## src/verilog/fifo_framing_collision_pkg.sv

```systemverilog
// Constants for the FIFO level, threshold, control, framing and collision registers.
// Assumes an 8-bit register port with 6-bit addresses.
package fifo_framing_collision_pkg;
    // ========================================
    // Register addresses
    localparam logic [5:0] ADDR_FIFO_PORT = 6'h09;
    localparam logic [5:0] ADDR_FIFO_FILL_LEVEL = 6'h0a;
    localparam logic [5:0] ADDR_FIFO_WARNING_THRESHOLD = 6'h0b;
    localparam logic [5:0] ADDR_MISC_CONTROL = 6'h0c;
    localparam logic [5:0] ADDR_BIT_FRAMING_CONTROL = 6'h0d;
    localparam logic [5:0] ADDR_COLLISION_INFO = 6'h0e;
    // ========================================
    // Field positions
    localparam int FIFO_CLEAR_BIT = 7;
    localparam int TIMER_HALT_BIT = 7;
    localparam int TIMER_LAUNCH_BIT = 6;
    localparam int TX_LAUNCH_BIT = 7;
    localparam int RX_OFFSET_LSB = 4;
    localparam int KEEP_BITS_BIT = 7;
    localparam int CLASH_INVALID_BIT = 5;
    // ========================================
    // Reset values and sizes
    localparam logic [5:0] THRESHOLD_RESET = 6'h08;
    localparam logic [7:0] MISC_CONTROL_RESERVED = 8'h10;
    localparam logic KEEP_BITS_RESET = 1'b1;
    localparam logic CLASH_INVALID_RESET = 1'b1;
    localparam int FIFO_DEPTH = 64;
    localparam int CLASH_RANGE = 32;
    localparam int NUM_W = 8;
endpackage

```

## src/verilog/fifo_framing_collision_regs.sv

```systemverilog
// Register slice: FIFO level and flush, warning threshold, timer strobes,
// bit framing and first collision position.
// Assumes one register access per cycle, decoded upstream from the host interface.
`timescale 1ns/10ps
module fifo_framing_collision_regs #(
    parameter int DEPTH = fifo_framing_collision_pkg::FIFO_DEPTH
) (
    // Clock and reset
    input wire logic core_clk_in,
    input wire logic rst_in,
    // Register port
    input wire logic [5:0] reg_addr_in,
    input wire logic reg_wr_in,
    input wire logic reg_rd_in,
    input wire logic [7:0] reg_wdata_in,
    output logic [7:0] reg_rdata_out,
    // Modem side
    input wire logic transceive_active_in,
    input wire logic rx_frame_start_in,
    input wire logic rx_frame_end_in,
    input wire logic [2:0] rx_final_bits_in,
    input wire logic clash_event_in,
    input wire logic [fifo_framing_collision_pkg::NUM_W-1:0] clash_bit_number_in,
    // Status and control outputs
    output logic [6:0] fifo_byte_count_out,
    output logic fifo_overrun_flag_out,
    output logic fifo_clear_out,
    output logic near_full_flag_out,
    output logic near_empty_flag_out,
    output logic timer_halt_out,
    output logic timer_launch_out,
    output logic tx_launch_out,
    output logic [2:0] rx_first_bit_offset_out,
    output logic [2:0] tx_final_byte_bit_count_out,
    output logic keep_bits_after_clash_out,
    output logic clear_bits_after_clash_out
);
    import fifo_framing_collision_pkg::*;

    if (DEPTH < 1 || DEPTH > 127) begin
        $error("DEPTH must fit the 7-bit count");
    end

    // ========================================
    // State
    typedef struct packed {
        logic [6:0] count;
        logic overrun;
        logic clear_pulse;
        logic [5:0] threshold;
        logic near_full;
        logic near_empty;
        logic halt;
        logic launch;
        logic tx;
        logic [2:0] rx_last;
        logic [2:0] rx_offset;
        logic [2:0] tx_last;
        logic keep;
        logic invalid;
        logic [4:0] position;
        logic clashed;
        logic discard;
        logic [7:0] rdata;
    } state_s;

    state_s state;
    state_s next_state;

    localparam logic [7:0] DEPTH_W = 8'(DEPTH);

    function automatic logic near_full_f(input logic [6:0] cnt, input logic [5:0] thr);
        near_full_f = (DEPTH_W - {1'b0, cnt}) <= {2'b00, thr};
    endfunction

    function automatic logic near_empty_f(input logic [6:0] cnt, input logic [5:0] thr);
        near_empty_f = cnt <= {1'b0, thr};
    endfunction

    function automatic logic acc_f(input logic strobe, input logic [5:0] a,
                                   input logic [5:0] b);
        acc_f = strobe && (a == b);
    endfunction

    // ========================================
    // Next state
    always_comb begin
        next_state = state;
        next_state.halt = 1'b0;
        next_state.launch = 1'b0;
        next_state.tx = 1'b0;
        next_state.clear_pulse = 1'b0;
        if (acc_f(reg_wr_in, reg_addr_in, ADDR_FIFO_PORT)) begin
            if (state.count >= DEPTH_W[6:0]) begin
                next_state.overrun = 1'b1;
            end else begin
                next_state.count = state.count + 7'h01;
            end
        end else if (acc_f(reg_rd_in, reg_addr_in, ADDR_FIFO_PORT)) begin
            if (state.count != 7'h00) begin
                next_state.count = state.count - 7'h01;
            end
        end
        if (acc_f(reg_wr_in, reg_addr_in, ADDR_FIFO_FILL_LEVEL)
                && reg_wdata_in[FIFO_CLEAR_BIT]) begin
            next_state.count = 7'h00;
            next_state.overrun = 1'b0;
            next_state.clear_pulse = 1'b1;
        end
        if (acc_f(reg_wr_in, reg_addr_in, ADDR_FIFO_WARNING_THRESHOLD)) begin
            next_state.threshold = reg_wdata_in[5:0];
        end
        if (acc_f(reg_wr_in, reg_addr_in, ADDR_MISC_CONTROL)) begin
            next_state.halt = reg_wdata_in[TIMER_HALT_BIT];
            next_state.launch = reg_wdata_in[TIMER_LAUNCH_BIT]
                && !reg_wdata_in[TIMER_HALT_BIT];
        end
        if (acc_f(reg_wr_in, reg_addr_in, ADDR_BIT_FRAMING_CONTROL)) begin
            next_state.tx = reg_wdata_in[TX_LAUNCH_BIT] && transceive_active_in;
            next_state.rx_offset = reg_wdata_in[RX_OFFSET_LSB +: 3];
            next_state.tx_last = reg_wdata_in[2:0];
        end
        if (acc_f(reg_wr_in, reg_addr_in, ADDR_COLLISION_INFO)) begin
            next_state.keep = reg_wdata_in[KEEP_BITS_BIT];
        end
        if (rx_frame_end_in) begin
            next_state.rx_last = rx_final_bits_in;
        end
        if (rx_frame_start_in) begin
            next_state.clashed = 1'b0;
            next_state.invalid = 1'b1;
            next_state.position = 5'h00;
        end else if (clash_event_in && !state.clashed) begin
            next_state.clashed = 1'b1;
            if (clash_bit_number_in >= NUM_W'(1) && clash_bit_number_in <= NUM_W'(CLASH_RANGE))
            begin
                next_state.invalid = 1'b0;
                next_state.position = clash_bit_number_in[4:0];
            end else begin
                next_state.invalid = 1'b1;
            end
        end
        next_state.discard = next_state.clashed && !next_state.keep;
        next_state.near_full = near_full_f(next_state.count, next_state.threshold);
        next_state.near_empty = near_empty_f(next_state.count, next_state.threshold);
        next_state.rdata = 8'h00;
        if (reg_rd_in) begin
            if (reg_addr_in == ADDR_FIFO_FILL_LEVEL) begin
                next_state.rdata = {1'b0, state.count};
            end else if (reg_addr_in == ADDR_FIFO_WARNING_THRESHOLD) begin
                next_state.rdata = {2'b00, state.threshold};
            end else if (reg_addr_in == ADDR_MISC_CONTROL) begin
                next_state.rdata = MISC_CONTROL_RESERVED | {5'h00, state.rx_last};
            end else if (reg_addr_in == ADDR_BIT_FRAMING_CONTROL) begin
                next_state.rdata = {1'b0, state.rx_offset, 1'b0, state.tx_last};
            end else if (reg_addr_in == ADDR_COLLISION_INFO) begin
                next_state.rdata = {state.keep, 1'b0, state.invalid, state.position};
            end
        end
    end

    // ========================================
    // Registers
    always_ff @(posedge core_clk_in) begin
        if (rst_in) begin
            state <= '0;
            state.threshold <= THRESHOLD_RESET;
            state.keep <= KEEP_BITS_RESET;
            state.invalid <= CLASH_INVALID_RESET;
            state.near_empty <= 1'b1;
        end else begin
            state <= next_state;
        end
    end

    assign reg_rdata_out = state.rdata;
    assign fifo_byte_count_out = state.count;
    assign fifo_overrun_flag_out = state.overrun;
    assign fifo_clear_out = state.clear_pulse;
    assign near_full_flag_out = state.near_full;
    assign near_empty_flag_out = state.near_empty;
    assign timer_halt_out = state.halt;
    assign timer_launch_out = state.launch;
    assign tx_launch_out = state.tx;
    assign rx_first_bit_offset_out = state.rx_offset;
    assign tx_final_byte_bit_count_out = state.tx_last;
    assign keep_bits_after_clash_out = state.keep;
    assign clear_bits_after_clash_out = state.discard;
endmodule

```

## config.mk

```make
export PLATFORM = sky130hd
export DESIGN_NAME = fifo_framing_collision_regs
export DESIGN_NICKNAME = d
export VERILOG_FILES = /design/src/verilog/fifo_framing_collision_pkg.sv /design/src/verilog/fifo_framing_collision_regs.sv
export SDC_FILE = /design/constraint.sdc
export NUM_CORES = 1
export LEC_CHECK = 0
export BUFFER_PORTS_ARGS = -buffer_cell sky130_fd_sc_hd__buf_4
export CAP_MARGIN = 10
export CORE_MARGIN = 2
export CORE_UTILIZATION = 59
export DETAILED_ROUTE_END_ITERATION = 6
export MAX_ROUTING_LAYER = met4
export PLACE_DENSITY = 0.95
export SLEW_MARGIN = 20
export SYNTH_ARGS = -nofsm -noshare
export SYNTH_HDL_FRONTEND = slang
export SYNTH_SLANG_ARGS = --single-unit
```

## constraint.sdc

```tcl
create_clock -name core_clk_in -period 6.9 [get_ports core_clk_in]
set_input_delay 0.345 -clock core_clk_in [delete_from_list [all_inputs] [get_ports core_clk_in]]
set_output_delay 0.345 -clock core_clk_in [all_outputs]
set_load 0.01 [all_outputs]
```

==> impl_metrics.json <==
{
  "worst_slack_ns": 3.27,
  "fp.dieH_um": 73.2,
  "synth_ff_type": "dfxtp_1",
  "finalMaxSlewViolations": 0,
  "port_buffers": 62,
  "critPathArrivalTime_ns": 3.84,
  "drtAntennaViolNets": 0,
  "status": "complete, no violations",
  "root_buffer": "clkbuf_8",
  "cts_inserted_buffers": 5,
  "cts_buffer_depth": 2,
  "drc_errors": 0,
  "gp_congestion": 1.04,
  "design.core.area_um2": 4660,
  "worstHoldStart": "rx_final_bits_in[1]",
  "crit_required_ns": 7.10,
  "cts.sinks": 46,
  "nets": 406,
  "holdPathStages": 3,
  "num_vias": 2554,
  "setup_viol": 0,
  "ys_warn_count": 0,
  "worst_pin_slew_ns": 1.04,
  "cts_resized": 0,
  "maxCapViolations": 0,
  "fin_util_pct": 69.3,
  "critPathMaxStageDelay_ns": 0.71,
  "synth_edf_count": 0,
  "worstReg2RegEnd": "near_full_flag_out",
  "path_clk_slew_ns": 0.09,
  "grt_pass1_wl_um": 11500,
  "avgRoutedWirePerCell_um": 16.9,
  "irDropWorstVdd_v": 0.000108,
  "rows": 25,
  "endpoint_kind": "register",
  "syn_area_per_cell_um2": 8.62,
  "drive_gt1_share_pct": 23.4,
  "synth_fp_nets": 376,
  "finClkSkew_ns": 0.00728,
  "synthTopCellsByArea": "dfxtp_1, mux2i_1, ha_1",
  "r2r_slack_ns": 3.27,
  "post-place-ws_ns": 3.32,
  "track_usage_pct": 28.6,
  "htreeDepth": 2,
  "grt_max_degree": 34,
  "rsz0062_at_grt": "false",
  "leakagePower_nw": 1.45,
  "drtPass1Iterations": 5,
  "postPlaceCellArea_um2": 3120,
  "setup.worst_path.class": "reg -> reg",
  "syn-instance-count": 328,
  "grt_pass1_vias": 2392,
  "cp_max_fo": 12,
  "cts_hold_buf": 0,
  "fp.dieW_um": 73.2,
  "layout_min_cycle_time_ns": 3.63,
  "overflow": 0,
  "seq_area_frac_synth_pct": 32.6,
  "post-dp-hpwl_um": 5280,
  "start_kind": "register",
  "vias_per_cell": 6.18,
  "hold_path_class": "in -> reg",
  "holdPathEnd": "state[24]",
  "ios": 63,
  "layout_commonest_cell": "buf_4",
  "critPathSlowestCell": "or4_1",
  "dieArea_um2": 5360,
  "hold_viol": 0,
  "synthArstFlopShare_pct": 0,
  "cts_setup_buffers": 0,
  "antennaDiodeCount": 0,
  "mostFrequentLayoutCells": "buf_4, dfxtp_1, nor2_1, mux2i_1, ha_1",
  "wirelength_um": 6970,
  "final_area_um2": 3230,
  "synth-seq-cells": 46,
  "drtIter0Drc": 406,
  "synth_largest_area_cell": "dfxtp_1",
  "syn_area_um2": 2830,
  "fmax_mhz": 275,
  "timing.final.crit_share_pct": 52.7,
  "start_util_pct": 60.6,
  "yosysUniqueCellTypes": 58,
  "cts_tree": "done",
  "r2r_start": "fifo_byte_count_out[2]",
  "n_fill_cell": 364,
  "area_growth_pct": 14.3,
  "cp_cell_sequence": "or4_1 -> o21ai_0 -> a21oi_1 -> o211ai_1 -> and2_2 -> nand2_1 -> xnor2_1 -> ha_1 -> a21oi_1 -> a21boi_0 -> o31a_1 -> nor3_2 -> nand2_1 -> o41ai_2",
  "fin_setup_tns_ns": 0,
  "yosysTopAreaCellShare_pct": 32.6,
  "r2r_cells": 14,
  "slew_headroom_pct": 30.0,
  "antenna_found_initial": 0,
  "insertion_delay_ns": 0.30,
  "power_density_nw_per_um2": 163
}
[cell type report]
type	count	area [µm²]	share of cell area [%]
sequential	46	921	28.5
tap	54	67.6	2.09
inverter	11	41.3	1.28
multi-input combinational	232	1630	50.3
clock inverter	2	37.5	1.16
timing repair buffer	62	465	14.4
clock buffer	6	72.6	2.25
[worst max path at each step]
| stage | startpoint | endpoint | slack, ns | cells past startpoint |
|---|---|---|---|---|
| 5_1_grt | fifo_byte_count_out[2] | near_full_flag_out | 2.92 | 14 |
| 2_1_floorplan | reg_addr_in[2] | near_full_flag_out | 3.74 | 14 |
| 4_1_cts | fifo_byte_count_out[2] | near_full_flag_out | 3.28 | 14 |
| 3_3_place_gp | fifo_byte_count_out[2] | near_full_flag_out | 3.38 | 14 |
| 6_report | fifo_byte_count_out[2] | near_full_flag_out | 3.27 | 14 |
| 3_5_place_dp | fifo_byte_count_out[2] | near_full_flag_out | 3.32 | 14 |
[metrics by stage]
stage / instances / power, W / hold slack (ns)
after global placement: 405 / 0.000334 / 0.451
after floorplan: 328 / 0.000310 / 0.457
after CTS: 413 / 0.000527 / 0.288
final: 413 / 0.000526 / 0.279
after global routing: 413 / 0.000545 / 0.302
after detailed placement: 405 / 0.000335 / 0.465
[registers in the layout, summed over array words and instances, names as in the netlist]
signal,cells
clear_bits_after_clash_out,1
state,16
fifo_clear_out,1
tx_final_byte_bit_count_out,3
near_empty_flag_out,1
timer_launch_out,1
fifo_byte_count_out,7
rx_first_bit_offset_out,3
keep_bits_after_clash_out,1
tx_launch_out,1
fifo_overrun_flag_out,1
near_full_flag_out,1
timer_halt_out,1
reg_rdata_out,8
[worst max-delay path: cells and delay by family, from the launching register on]
family	cells	cell delay [ns]
compound gates	7	1.37
simple gates	5	1.25
flops	1	0.43
fa+ha+maj	1	0.28
xor+xnor	1	0.21
[cells in the mapped netlist, types with 7 or more instances]
cell type / n
dfxtp_1: 46
nor2_1: 44
mux2i_1: 23
buf_4: 21
ha_1: 15
nand2_1: 14
nor2b_1: 14
a21oi_1: 13
clkbuf_1: 12
inv_1: 11
nand2b_1: 9
nand3_1: 8
o21ai_0: 7
[report_power, final]
part	internal, W	switching, W
Combinational	0.0000279	0.0000323
Sequential	0.000268	0.00000192
Clock	0.000108	0.0000884
Total	0.000404	0.000123
[per-layer routing]
metal	vias up	routed length [µm]	share of wire [%]	GRT usage, %
li1	1208	-	-	-
met1	1181	2800	40	34.9
met2	133	3410	49	46.6
met3	32	506	7.3	4.56
met4	0	256	3.7	12.3
met5	-	0	0	-
[cells by family after synthesis]
family,synth area share (%)
AO/OA/AOI/OAI,16.4
XOR/XNOR,2.17
adder cells (fa/ha/maj),6.64
buffers and inverters,9.87
flip-flops,32.6
multiplexers,8.54
AND/OR/NAND/NOR,23.8
Note: power is estimated with default switching activity, not from simulation.
